--- src/dsl_pkg.sv ---
// constants, carriers and state types for the dual serial line units
package dsl_pkg;

    // =========================================================
    // register map (byte addresses)
    localparam logic [5:0] DSL_BASE_CONSOLE = 6'h00;
    localparam logic [5:0] DSL_BASE_USER    = 6'h20;
    localparam logic [4:0] DSL_OFS_RCSR     = 5'h00;
    localparam logic [4:0] DSL_OFS_RBUF     = 5'h04;
    localparam logic [4:0] DSL_OFS_TX_CONTROL_STATUS     = 5'h08;
    localparam logic [4:0] DSL_OFS_XBUF     = 5'h0c;
    localparam logic [4:0] DSL_OFS_DIV      = 5'h10;

    // =========================================================
    // field positions
    localparam int DSL_DONE_BIT  = 7;
    localparam int DSL_READY_BIT = 7;
    localparam int DSL_MAINT_BIT = 2;
    localparam int DSL_BREAK_BIT = 0;
    localparam int DSL_ERR_BIT   = 15;
    localparam int DSL_OE_BIT    = 14;
    localparam int DSL_FE_BIT    = 13;
    localparam int DSL_PE_BIT    = 12;

    // =========================================================
    // reset values, timing counts and test characters
    localparam logic [15:0] DSL_DIV_RESET  = 16'h0082;
    localparam logic [3:0]  DSL_LAST_PHASE = 4'hf;
    localparam logic [3:0]  DSL_MID_PHASE  = 4'h7;
    localparam logic [3:0]  DSL_DATA_BITS  = 4'h8;
    localparam logic [7:0]  DSL_CHAR_U     = 8'h55;
    localparam logic [7:0]  DSL_CHAR_STAR  = 8'h2a;

    // =========================================================
    // pins that arrive from outside the clock domain
    typedef struct packed {
        logic [1:0] serialIn;
        logic       consoleParityEnableStrap;
        logic       consoleParitySenseStrap;
        logic       stopBitCountStrap;
        logic       parityEnableStrap;
        logic       userParitySenseStrap;
        logic       fieldserviceLoopSwitch;
        logic       keyswitchLocal;
        logic       consoleDebugMode;
    } dsl_pins_t;

    // one serial line unit
    typedef struct packed {
        logic [15:0] divisor;
        logic [15:0] divCnt;
        logic        txBusy;
        logic [3:0]  txPhase;
        logic [3:0]  txBitsLeft;
        logic [11:0] txShift;
        logic        txLine;
        logic        holdFree;
        logic [7:0]  holdData;
        logic        ctlBit;
        logic        serialOut;
        logic        rxPrev;
        logic        rxActive;
        logic [3:0]  rxPhase;
        logic [3:0]  rxIdx;
        logic [10:0] rxBits;
        logic [7:0]  rxData;
        logic        rxDone;
        logic        oe;
        logic        fe;
        logic        pe;
    } dsl_unit_t;

    // whole block state
    typedef struct packed {
        dsl_unit_t [1:0] unit;
        dsl_pins_t       sync1;
        dsl_pins_t       sync2;
        logic            busAck;
        logic            waitReq;
        logic [31:0]     rdData;
        logic            halt;
        logic            cmdValid;
        logic [7:0]      cmdData;
    } dsl_state_t;

endpackage : dsl_pkg

--- src/dsl_top.sv ---
// dual serial line units: console unit and user unit behind an avalon slave
//
// The register addresses and the Avalon-MM slave port were decided locally.
`timescale 1ns/10ps
`default_nettype none

module dsl_top (
    // clock and reset
    input  wire logic                mclk,
    input  wire logic                resetn,
    // avalon-mm slave
    input  wire logic [5:0]          avsAddress,
    input  wire logic                avsRead,
    input  wire logic                avsWrite,
    input  wire logic [3:0]          avsByteenable,
    input  wire logic [31:0]         avsWritedata,
    output var  logic [31:0]         avsReaddata,
    output var  logic                avsWaitrequest,
    // asynchronous pins and straps
    input  wire dsl_pkg::dsl_pins_t  pinsIn,
    // serial lines, index 0 console, 1 user
    output var  logic [1:0]          serialOut,
    // receive status lines and console transmit holding status
    output var  logic [1:0]          rxParityFault,
    output var  logic [1:0]          rxFramingFault,
    output var  logic [1:0]          rxOverrunFault,
    output var  logic                consoleTxHoldingFree,
    // processor side
    output var  logic                haltRequest,
    output var  logic                cmdValid,
    output var  logic [7:0]          cmdData
);
    import dsl_pkg::*;

    dsl_state_t st;
    dsl_state_t next_st;

    // =========================================================
    // next state
    always_comb begin
        dsl_pins_t  pins;
        logic       unitSel;
        logic [4:0] regOfs;
        logic [1:0] rdClr;
        logic [1:0] txLoad;
        logic [31:0] rdVal;
        logic       tick;
        logic       pEn;
        logic       pOdd;
        logic       twoStop;
        logic       txPar;
        logic       rxIn;
        logic [7:0] rxByte;
        logic [3:0] lastIdx;
        next_st  = st;
        pins     = st.sync2;
        unitSel  = avsAddress[5];
        regOfs   = avsAddress[4:0];
        rdClr    = 2'b00;
        txLoad   = 2'b00;
        rdVal    = 32'h0000_0000;
        tick     = 1'b0;
        pEn      = 1'b0;
        pOdd     = 1'b0;
        twoStop  = 1'b0;
        txPar    = 1'b0;
        rxIn     = 1'b1;
        rxByte   = 8'h00;
        lastIdx  = 4'h0;

        // two-stage synchroniser for every pin
        next_st.sync1    = pinsIn;
        next_st.sync2    = st.sync1;
        next_st.cmdValid = 1'b0;

        // read multiplexer, sampled into readdata as waitrequest drops
        unique case (regOfs)
            DSL_OFS_RCSR: begin
                rdVal[DSL_DONE_BIT] = st.unit[unitSel].rxDone;
            end
            DSL_OFS_RBUF: begin
                rdVal[7:0]          = st.unit[unitSel].rxData;
                rdVal[DSL_OE_BIT]   = st.unit[unitSel].oe;
                rdVal[DSL_FE_BIT]   = st.unit[unitSel].fe;
                rdVal[DSL_PE_BIT]   = st.unit[unitSel].pe;
                rdVal[DSL_ERR_BIT]  = st.unit[unitSel].oe | st.unit[unitSel].fe
                                    | st.unit[unitSel].pe;
            end
            DSL_OFS_TX_CONTROL_STATUS: begin
                rdVal[DSL_READY_BIT] = st.unit[unitSel].holdFree;
                if (unitSel == 1'b0) begin
                    rdVal[DSL_MAINT_BIT] = st.unit[0].ctlBit;
                end else begin
                    rdVal[DSL_BREAK_BIT] = st.unit[1].ctlBit;
                end
            end
            DSL_OFS_DIV: begin
                rdVal[15:0] = st.unit[unitSel].divisor;
            end
            default: begin
                rdVal = 32'h0000_0000; // unmapped and write-only read zero
            end
        endcase

        // bus handshake: one wait cycle, then one acknowledge cycle
        if (st.busAck) begin
            next_st.busAck  = 1'b0;
            next_st.waitReq = 1'b1;
            if (avsWrite) begin
                unique case (regOfs)
                    DSL_OFS_TX_CONTROL_STATUS: begin
                        if (avsByteenable[0]) begin
                            // loop bit only under program control
                            if (unitSel == 1'b0) begin
                                next_st.unit[0].ctlBit = avsWritedata[DSL_MAINT_BIT];
                            end else begin
                                next_st.unit[1].ctlBit = avsWritedata[DSL_BREAK_BIT];
                            end
                        end
                    end
                    DSL_OFS_XBUF: begin
                        txLoad[unitSel] = avsByteenable[0];
                    end
                    DSL_OFS_DIV: begin
                        if (avsByteenable[0]) begin
                            next_st.unit[unitSel].divisor[7:0] = avsWritedata[7:0];
                        end
                        if (avsByteenable[1]) begin
                            next_st.unit[unitSel].divisor[15:8] = avsWritedata[15:8];
                        end
                    end
                    default: begin
                        next_st.busAck = 1'b0; // unmapped writes are dropped
                    end
                endcase
            end
            if (avsRead && regOfs == DSL_OFS_RBUF) begin
                rdClr[unitSel] = 1'b1;
            end
        end else if (avsRead || avsWrite) begin
            next_st.busAck  = 1'b1;
            next_st.waitReq = 1'b0;
            next_st.rdData  = avsRead ? rdVal : 32'h0000_0000;
        end

        // both units share one engine; differences keyed on the index
        for (int u = 0; u < 2; u++) begin
            // 16x oversampling tick from the baud divisor
            tick = (st.unit[u].divCnt == 16'h0000);
            next_st.unit[u].divCnt = tick ? 16'(st.unit[u].divisor - 16'h0001)
                                          : 16'(st.unit[u].divCnt - 16'h0001);

            // character format straps
            pEn     = (u == 0) ? pins.consoleParityEnableStrap
                               : pins.parityEnableStrap;
            pOdd    = (u == 0) ? pins.consoleParitySenseStrap
                               : pins.userParitySenseStrap;
            twoStop = ~pins.stopBitCountStrap;
            txPar   = pOdd ? ~(^st.unit[u].holdData)
                           : (^st.unit[u].holdData);

            // transmitter: move held byte into the shift register
            if (!st.unit[u].txBusy && !st.unit[u].holdFree) begin
                next_st.unit[u].txShift = pEn
                    ? {2'b11, txPar, st.unit[u].holdData, 1'b0}
                    : {3'b111, st.unit[u].holdData, 1'b0};
                next_st.unit[u].txBitsLeft = 4'(DSL_DATA_BITS + 4'h1
                    + {3'b000, pEn} + (twoStop ? 4'h2 : 4'h1));
                next_st.unit[u].txPhase  = 4'h0;
                next_st.unit[u].txBusy   = 1'b1;
                next_st.unit[u].holdFree = 1'b1;
            end else if (st.unit[u].txBusy && tick) begin
                next_st.unit[u].txPhase = 4'(st.unit[u].txPhase + 4'h1);
                if (st.unit[u].txPhase == DSL_LAST_PHASE) begin
                    next_st.unit[u].txShift =
                        {1'b1, st.unit[u].txShift[11:1]};
                    next_st.unit[u].txBitsLeft =
                        4'(st.unit[u].txBitsLeft - 4'h1);
                    if (st.unit[u].txBitsLeft == 4'h1) begin
                        next_st.unit[u].txBusy = 1'b0;
                    end
                end
            end

            // receive input selector; only the console has the loop
            if (u == 0 && st.unit[0].ctlBit) begin
                rxIn = st.unit[0].txLine;
            end else begin
                rxIn = pins.serialIn[u];
            end
            next_st.unit[u].rxPrev = rxIn;

            // read of the buffer clears done and overrun first
            if (rdClr[u]) begin
                next_st.unit[u].rxDone = 1'b0;
                next_st.unit[u].oe     = 1'b0;
            end

            // receiver: start on mark-to-space, sample mid bit
            lastIdx = 4'(DSL_DATA_BITS + 4'h1 + {3'b000, pEn});
            if (!st.unit[u].rxActive) begin
                if (st.unit[u].rxPrev && !rxIn) begin
                    next_st.unit[u].rxActive = 1'b1;
                    next_st.unit[u].rxPhase  = 4'h0;
                    next_st.unit[u].rxIdx    = 4'h0;
                end
            end else if (tick) begin
                next_st.unit[u].rxPhase = 4'(st.unit[u].rxPhase + 4'h1);
                if (st.unit[u].rxPhase == DSL_MID_PHASE) begin
                    next_st.unit[u].rxBits[st.unit[u].rxIdx] = rxIn;
                    next_st.unit[u].rxIdx = 4'(st.unit[u].rxIdx + 4'h1);
                    if (st.unit[u].rxIdx == 4'h0 && rxIn) begin
                        next_st.unit[u].rxActive = 1'b0; // glitch, not a start
                    end else if (st.unit[u].rxIdx == lastIdx) begin
                        // first stop bit only; the second is never looked at
                        next_st.unit[u].rxActive = 1'b0;
                        rxByte = st.unit[u].rxBits[8:1];
                        next_st.unit[u].fe = ~rxIn;
                        next_st.unit[u].pe = pEn
                            & ((^rxByte ^ st.unit[u].rxBits[9]) != pOdd);
                        if (u == 0 && pins.fieldserviceLoopSwitch) begin
                            // echo without the processor, swapping test characters
                            next_st.unit[0].holdFree = 1'b0;
                            if (rxByte == DSL_CHAR_U) begin
                                next_st.unit[0].holdData = DSL_CHAR_STAR;
                            end else if (rxByte == DSL_CHAR_STAR) begin
                                next_st.unit[0].holdData = DSL_CHAR_U;
                            end else begin
                                next_st.unit[0].holdData = rxByte;
                            end
                        end else if (u == 0 && pins.consoleDebugMode) begin
                            next_st.cmdValid = 1'b1;
                            next_st.cmdData  = rxByte;
                        end else begin
                            // done set wins over a clearing read in the same cycle; that read keeps overrun clear
                            next_st.unit[u].oe =
                                st.unit[u].rxDone & ~rdClr[u];
                            next_st.unit[u].rxData = rxByte;
                            next_st.unit[u].rxDone = 1'b1;
                        end
                    end
                end
            end

            // bus load last, so it wins over an echo in the same cycle
            if (txLoad[u]) begin
                next_st.unit[u].holdData = avsWritedata[7:0];
                next_st.unit[u].holdFree = 1'b0;
            end

            // line level: mark while idle; user break forces space
            next_st.unit[u].txLine = next_st.unit[u].txBusy
                ? next_st.unit[u].txShift[0] : 1'b1;
            next_st.unit[u].serialOut = next_st.unit[u].txLine
                & ~((u == 1) & next_st.unit[u].ctlBit);
        end

        // break on the console halts the processor in local
        next_st.halt = next_st.unit[0].fe & pins.keyswitchLocal;
    end

    // =========================================================
    // state register
    always_ff @(posedge mclk or negedge resetn) begin
        if (!resetn) begin
            st <= '0;
            st.waitReq <= 1'b1;
            for (int u = 0; u < 2; u++) begin
                st.unit[u].divisor   <= DSL_DIV_RESET;
                st.unit[u].holdFree  <= 1'b1;
                st.unit[u].txLine    <= 1'b1;
                st.unit[u].serialOut <= 1'b1;
                st.unit[u].rxPrev    <= 1'b1;
                st.unit[u].txShift   <= 12'hfff;
            end
            st.sync1 <= '1;
            st.sync2 <= '1;
        end else begin
            st <= next_st;
        end
    end

    // =========================================================
    // outputs, all straight from state flops
    assign avsReaddata          = st.rdData;
    assign avsWaitrequest       = st.waitReq;
    assign serialOut            = {st.unit[1].serialOut, st.unit[0].serialOut};
    assign rxParityFault        = {st.unit[1].pe, st.unit[0].pe};
    assign rxFramingFault       = {st.unit[1].fe, st.unit[0].fe};
    assign rxOverrunFault       = {st.unit[1].oe, st.unit[0].oe};
    assign consoleTxHoldingFree = st.unit[0].holdFree;
    assign haltRequest          = st.halt;
    assign cmdValid             = st.cmdValid;
    assign cmdData              = st.cmdData;

endmodule : dsl_top

`default_nettype wire

--- config.mk ---
export PLATFORM = sky130hd
export DESIGN_NAME = dsl_top
export DESIGN_NICKNAME = d
export VERILOG_FILES = /design/src/dsl_pkg.sv /design/src/dsl_top.sv
export SDC_FILE = /design/constraint.sdc
export NUM_CORES = 1
export LEC_CHECK = 0
export ABC_AREA = 1
export BUFFER_PORTS_ARGS = -buffer_cell sky130_fd_sc_hd__buf_2
export CORE_ASPECT_RATIO = 0.7
export CORE_MARGIN = 2
export CORE_UTILIZATION = 44
export CTS_CLUSTER_DIAMETER = 50
export DETAILED_ROUTE_END_ITERATION = 10
export GPL_ROUTABILITY_DRIVEN = 1
export PLACE_DENSITY = 0.72
export SLEW_MARGIN = 20
export SYNTH_ARGS = -nofsm -noshare
export SYNTH_HDL_FRONTEND = slang
export SYNTH_SLANG_ARGS = --single-unit
export TNS_END_PERCENT = 1
--- constraint.sdc ---
create_clock -name mclk -period 3 [get_ports mclk]
set_clock_uncertainty 0.15 [all_clocks]
set_input_delay 0.15 -clock mclk [delete_from_list [all_inputs] [get_ports mclk]]
set_output_delay 0.15 -clock mclk [all_outputs]
set_load 0.02 [all_outputs]
---- After elaboration in Yosys (flattened, before gate mapping) ----
Index checks and enable logic that the tools add are counted.
storage, ports and cells
  word-level logic and storage cells ...... 288
  register bits after elaboration ......... 259
cells by class
  muxes and demuxes ....................... 112
  order comparisons ....................... 6
  bitwise operators ....................... 21
  equal/unequal tests ..................... 18
  reduce and logical (&&, ||, !) cells .... 50
  add/sub/neg operators ................... 16
operators with widths
  cell                     number
  $mux W196                5
  $bwmux W196              2
  $mux W164                2
  $mux W98                 3
  $demux W98 S1            2
  $mux W9                  19
  $mux W97                 1
  $mux W90                 1
  $mux W21                 4
  $mux W16                 5
  $mux W34                 2
  $mux W32                 2
  $sub A16 B1 Y16 const B  4
  $mux W27                 2
  $mux W12                 4
  $mux W23                 2
  $mux W10                 4
  $logic_not A16 Y1        2
  $reduce_xor A8 Y1        4
  $mux W31                 1
  $reduce_bool A3 Y1       9
  $mux W1                  26
  $add A4 B1 Y4 const B    6
  $bwmux W11               2
  43 further kinds         109

---- Logic depth before layout (Yosys ltp) ----
  word-level depth ........................ 23
  depth in mapped cells ................... 14

---- Least setup slack after synthesis ----
No wires, ideal clock.
  path kind ............................... register to register
  start point ............................. register st[231] (netlist bit)
  end point ............................... register st[242] (netlist bit)
  setup slack ............................. 0.924 ns
  clock period less this slack ............ 2.076 ns
  cell stages (with the launch flop) ...... 15
  path buffers ............................ 0
  data arrival time ....................... 1.810 ns
  cell sequence ........................... dfrtp_1 > nor2_1 > nand2_1 > nor2_4 > nand2_4 > inv_1 > a21oi_1 > ha_1 > nand3_1 > nor2_1 > nand2_1 > inv_1 > nand2_1 > nand2_1 > nand2_1
RTL lines
  element                 line            source
  start, declared         dsl_top.sv:35   dsl_state_t st;
  start signal, assigned  dsl_top.sv:279  st <= next_st;

==> flow_metrics.env <==
export IMPL_period_minus_slack_ps=2570
export IMPL_arrival_ps=2820
export IMPL_fin_hold_ws_ps=40.0
export IMPL_avgRoutedWirePerCell_um=15.0
export IMPL_die_height_um=143
export IMPL_ir_worst_vdd_mv=0.478
export IMPL_slew_headroom_pct=42.2
export IMPL_syn_to_final_growth_pct=13.7
export IMPL_synth_cells=1469
export IMPL_synth_top_cell_area_share_pct=37.5
export IMPL_synth_edf_count=0
export IMPL_num_io_pins=108
export IMPL_root_buffer="clkbuf_16"
export IMPL_rsz0062_at_grt="no"
export IMPL_worst_setup_path_end_kind="flip-flop"
export IMPL_nNetsFinal=1639
export IMPL_drive_above_1_share_pct=14.4
export IMPL_post_cts_resized=0
export IMPL_post_route_period_util_pct=85.6
export IMPL_clk_latency_ps=520
export IMPL_max_freq_mhz=389
export IMPL_cp_cell_sequence="nor2_1 -> nand2_1 -> nor2_4 -> nand2_4 -> inv_1 -> a21oi_1 -> ha_1 -> nand3_1 -> nor2_1 -> nand2_1 -> inv_1 -> nand2_1 -> nand2_1 -> nand2_1"
export IMPL_dpl_worst_slack_ps=496
export IMPL_synth_cell_types=47
export IMPL_route_detailed_drc=0
export IMPL_synth_area_top_cells="dfrtp_1 37%, dfstp_2 12%, nand2_1 11%"
export IMPL_synth_seq_cells=238
export IMPL_fp_coreArea_mm2=0.0270
export IMPL_grt_overflow=0
export IMPL_worst_pin_slew_ps=863
export IMPL_yosysMostFrequentCell="nand2_1"
export IMPL_grt_pass1_wl_um=48200
export IMPL_syn_cell_area_mm2=0.0122
export IMPL_crit_path_top_delay_cell="dfrtp_1"
export IMPL_via_per_inst=5.04
export IMPL_clk_pin_slew_ps=60
export IMPL_gr_usage_all_layers_pct=20.6
export IMPL_setup_viol=0
export IMPL_p_leak_uw=0.00672
export IMPL_hpwl_um=21300
export IMPL_crit_family="simple AND/OR/NAND/NOR gates"
export IMPL_layout_setup_ws_ps=432
export IMPL_gp_congestion=0.888
export IMPL_start_util_pct=45.2
export IMPL_path_max_fanout=17
export IMPL_crit_type="reg -> reg"
export IMPL_drt_iter0_markers=853
export IMPL_synth_main_ff_cell="dfrtp_1"
export IMPL_postSynthAreaPerCell_um2=8.32
export IMPL_final_setup_tns_ps=0
export IMPL_path_buf_inv=2
export IMPL_dieWidth_um=203
export IMPL_p_per_area_mw_per_mm2=497
export IMPL_grt_pass1_vias=9344
export IMPL_yosysTopAreaCell="dfrtp_1"
export IMPL_portBuffers=73
export IMPL_antenna_found_initial=0
export IMPL_wirelength_um=29000
export IMPL_cts_htree_levels=1
export IMPL_final_antenna_net_count=0
export IMPL_cts_setup_buffers=0
export IMPL_first_pass_iters=5
export IMPL_ys_async_sr_fraction_pct=100
export IMPL_cap_viol_max_count=0
export IMPL_rows=50
export IMPL_status="completed"
export IMPL_die_area_mm2=0.0291
export IMPL_cts_buffers=25
export IMPL_cts_buffer_depth=3
export IMPL_cts_tree="done"
export IMPL_hold_class="in -> reg"
export IMPL_synth_common_cells="371 x nand2_1, 183 x dfrtp_1, 182 x inv_1"
export IMPL_final_util_pct=51.4
export IMPL_worstPathRequired_ps=3260
export IMPL_crit_top_cell="nand2_1"
export IMPL_critPathMaxStageDelay_ps=350
export IMPL_dr_total_vias=9743
export IMPL_yosysSeqAreaShare_pct=49.3
export IMPL_yosys_warnings=0
export IMPL_n_antenna_cell=0
export IMPL_grt_max_degree=75
export IMPL_cts_sinks=238
export IMPL_slew_violations=0
export IMPL_hold_viol_final=0
export IMPL_start_kind="flip-flop"
[path summary, 6_finish.rpt]
kind	startpoint	endpoint	slack [ps]	depth (start not counted)
setup / recovery	st[231]$_DFF_PN0_	st[242]$_DFF_PN0_	430	14
hold / removal	avsByteenable[0]	st[98]$_DFFE_PN0P_	40	7
setup reg to reg	st[231]$_DFF_PN0_	st[242]$_DFF_PN0_	430	14
hold reg to reg	next_st[46]$_DFF_PN1_	st[46]$_DFF_PN1_	200	0
max in group asynchronous	resetn	st[44]$_DFF_PN1_	1840	3
min in group asynchronous	resetn	st[123]$_DFFE_PN0P_	70	2
[cells in the final DEF, fill, tap and decap left out, drive strengths merged]
master,n
o22ai,11
a32o,3
nor3b,1
nand3,115
nor3,11
nor2,149
o211ai,9
o21ai,119
o21a,2
dfstp,55
clkinvlp,2
xnor2,22
ha,30
nand2,381
o311ai,1
conb,16
a22oi,6
buf,87
or2,5
a21o,1
clkinv,1
mux2i,4
o221ai,7
a21oi,38
xor2,20
a21boi,1
a2bb2oi,1
dfrtp,183
bufinv,2
dlygate4sd3,33
nand4,21
a22o,2
a32oi,2
a31oi,3
nand3b,2
clkbuf,39
inv,186
[cells by family after synthesis]
| logic type | Yosys count | synth area share (%) |
|---|---|---|
| compound gates | 206 | 9.74 |
| xor+xnor | 42 | 3.01 |
| fa+ha+maj | 30 | 3.07 |
| buf+inv | 263 | 9.85 |
| flops | 238 | 49.3 |
| mux | 4 | 0.328 |
| other cells | 1 | 0.0307 |
| simple gates | 685 | 24.7 |
[sequential cells by signal, indices dropped and copies added, names as in the netlist, 2 cells and up]
name,count
next_st,11
avsReaddata,16
cmdData,8
st,191
rxOverrunFault,2
rxParityFault,2
rxFramingFault,2
serialOut,2
[worst reg2reg max path, stage by stage, from the launching register on]
cell	delay (ps)
dfrtp_1	350
nor2_1	50
nand2_1	100
nor2_4	110
nand2_4	160
inv_1	70
a21oi_1	260
ha_1	250
nand3_1	110
nor2_1	350
nand2_1	190
inv_1	140
nand2_1	60
nand2_1	50
nand2_1	50
[per-layer routing]
layer / global-route usage [%] / part of all wire, % / up-vias / wire length (um)
met4: 5.95 / 2.7 / 0 / 789
met1: 30.2 / 48 / 4597 / 13900
li1: - / - / 4831 / -
met5: 0 / 0 / - / 0
met3: 4.13 / 6.5 / 47 / 1880
met2: 30.9 / 43 / 268 / 12400
[final cells by class]
cell class	count	area (um2)
fill	2517	13100
sequential	238	6020
multi-input combinational	983	5050
timing repair buffer	120	836
clock buffer	39	739
inverter	185	694
tap	364	455
clock inverter	6	91.3
[metrics by stage]
stage | cell area, um2 | cells | power, uW
final | 13900 | 1935 | 6900
after global routing | 13900 | 1935 | 7150
after CTS | 13900 | 1935 | 6950
after detailed placement | 12700 | 1857 | 3790
after global placement | 12700 | 1857 | 3780
after floorplan | 12300 | 1484 | 3630
[power breakdown]
group / switching (uW) / total [uW] / internal, uW
Clock: 1250 / 3120 / 1870
Sequential: 83.7 / 3380 / 3300
Combinational: 264 / 395 / 130
Total: 1600 / 6900 / 5300
[repair_timing]
| action | CTS | global route |
|---|---|---|
| setup endpoints to repair | 0 | 0 |
| hold buffers | 33 | 0 |
| endpoints found under the hold margin | 279 | 0 |
(Power assumes the default switching activity.)
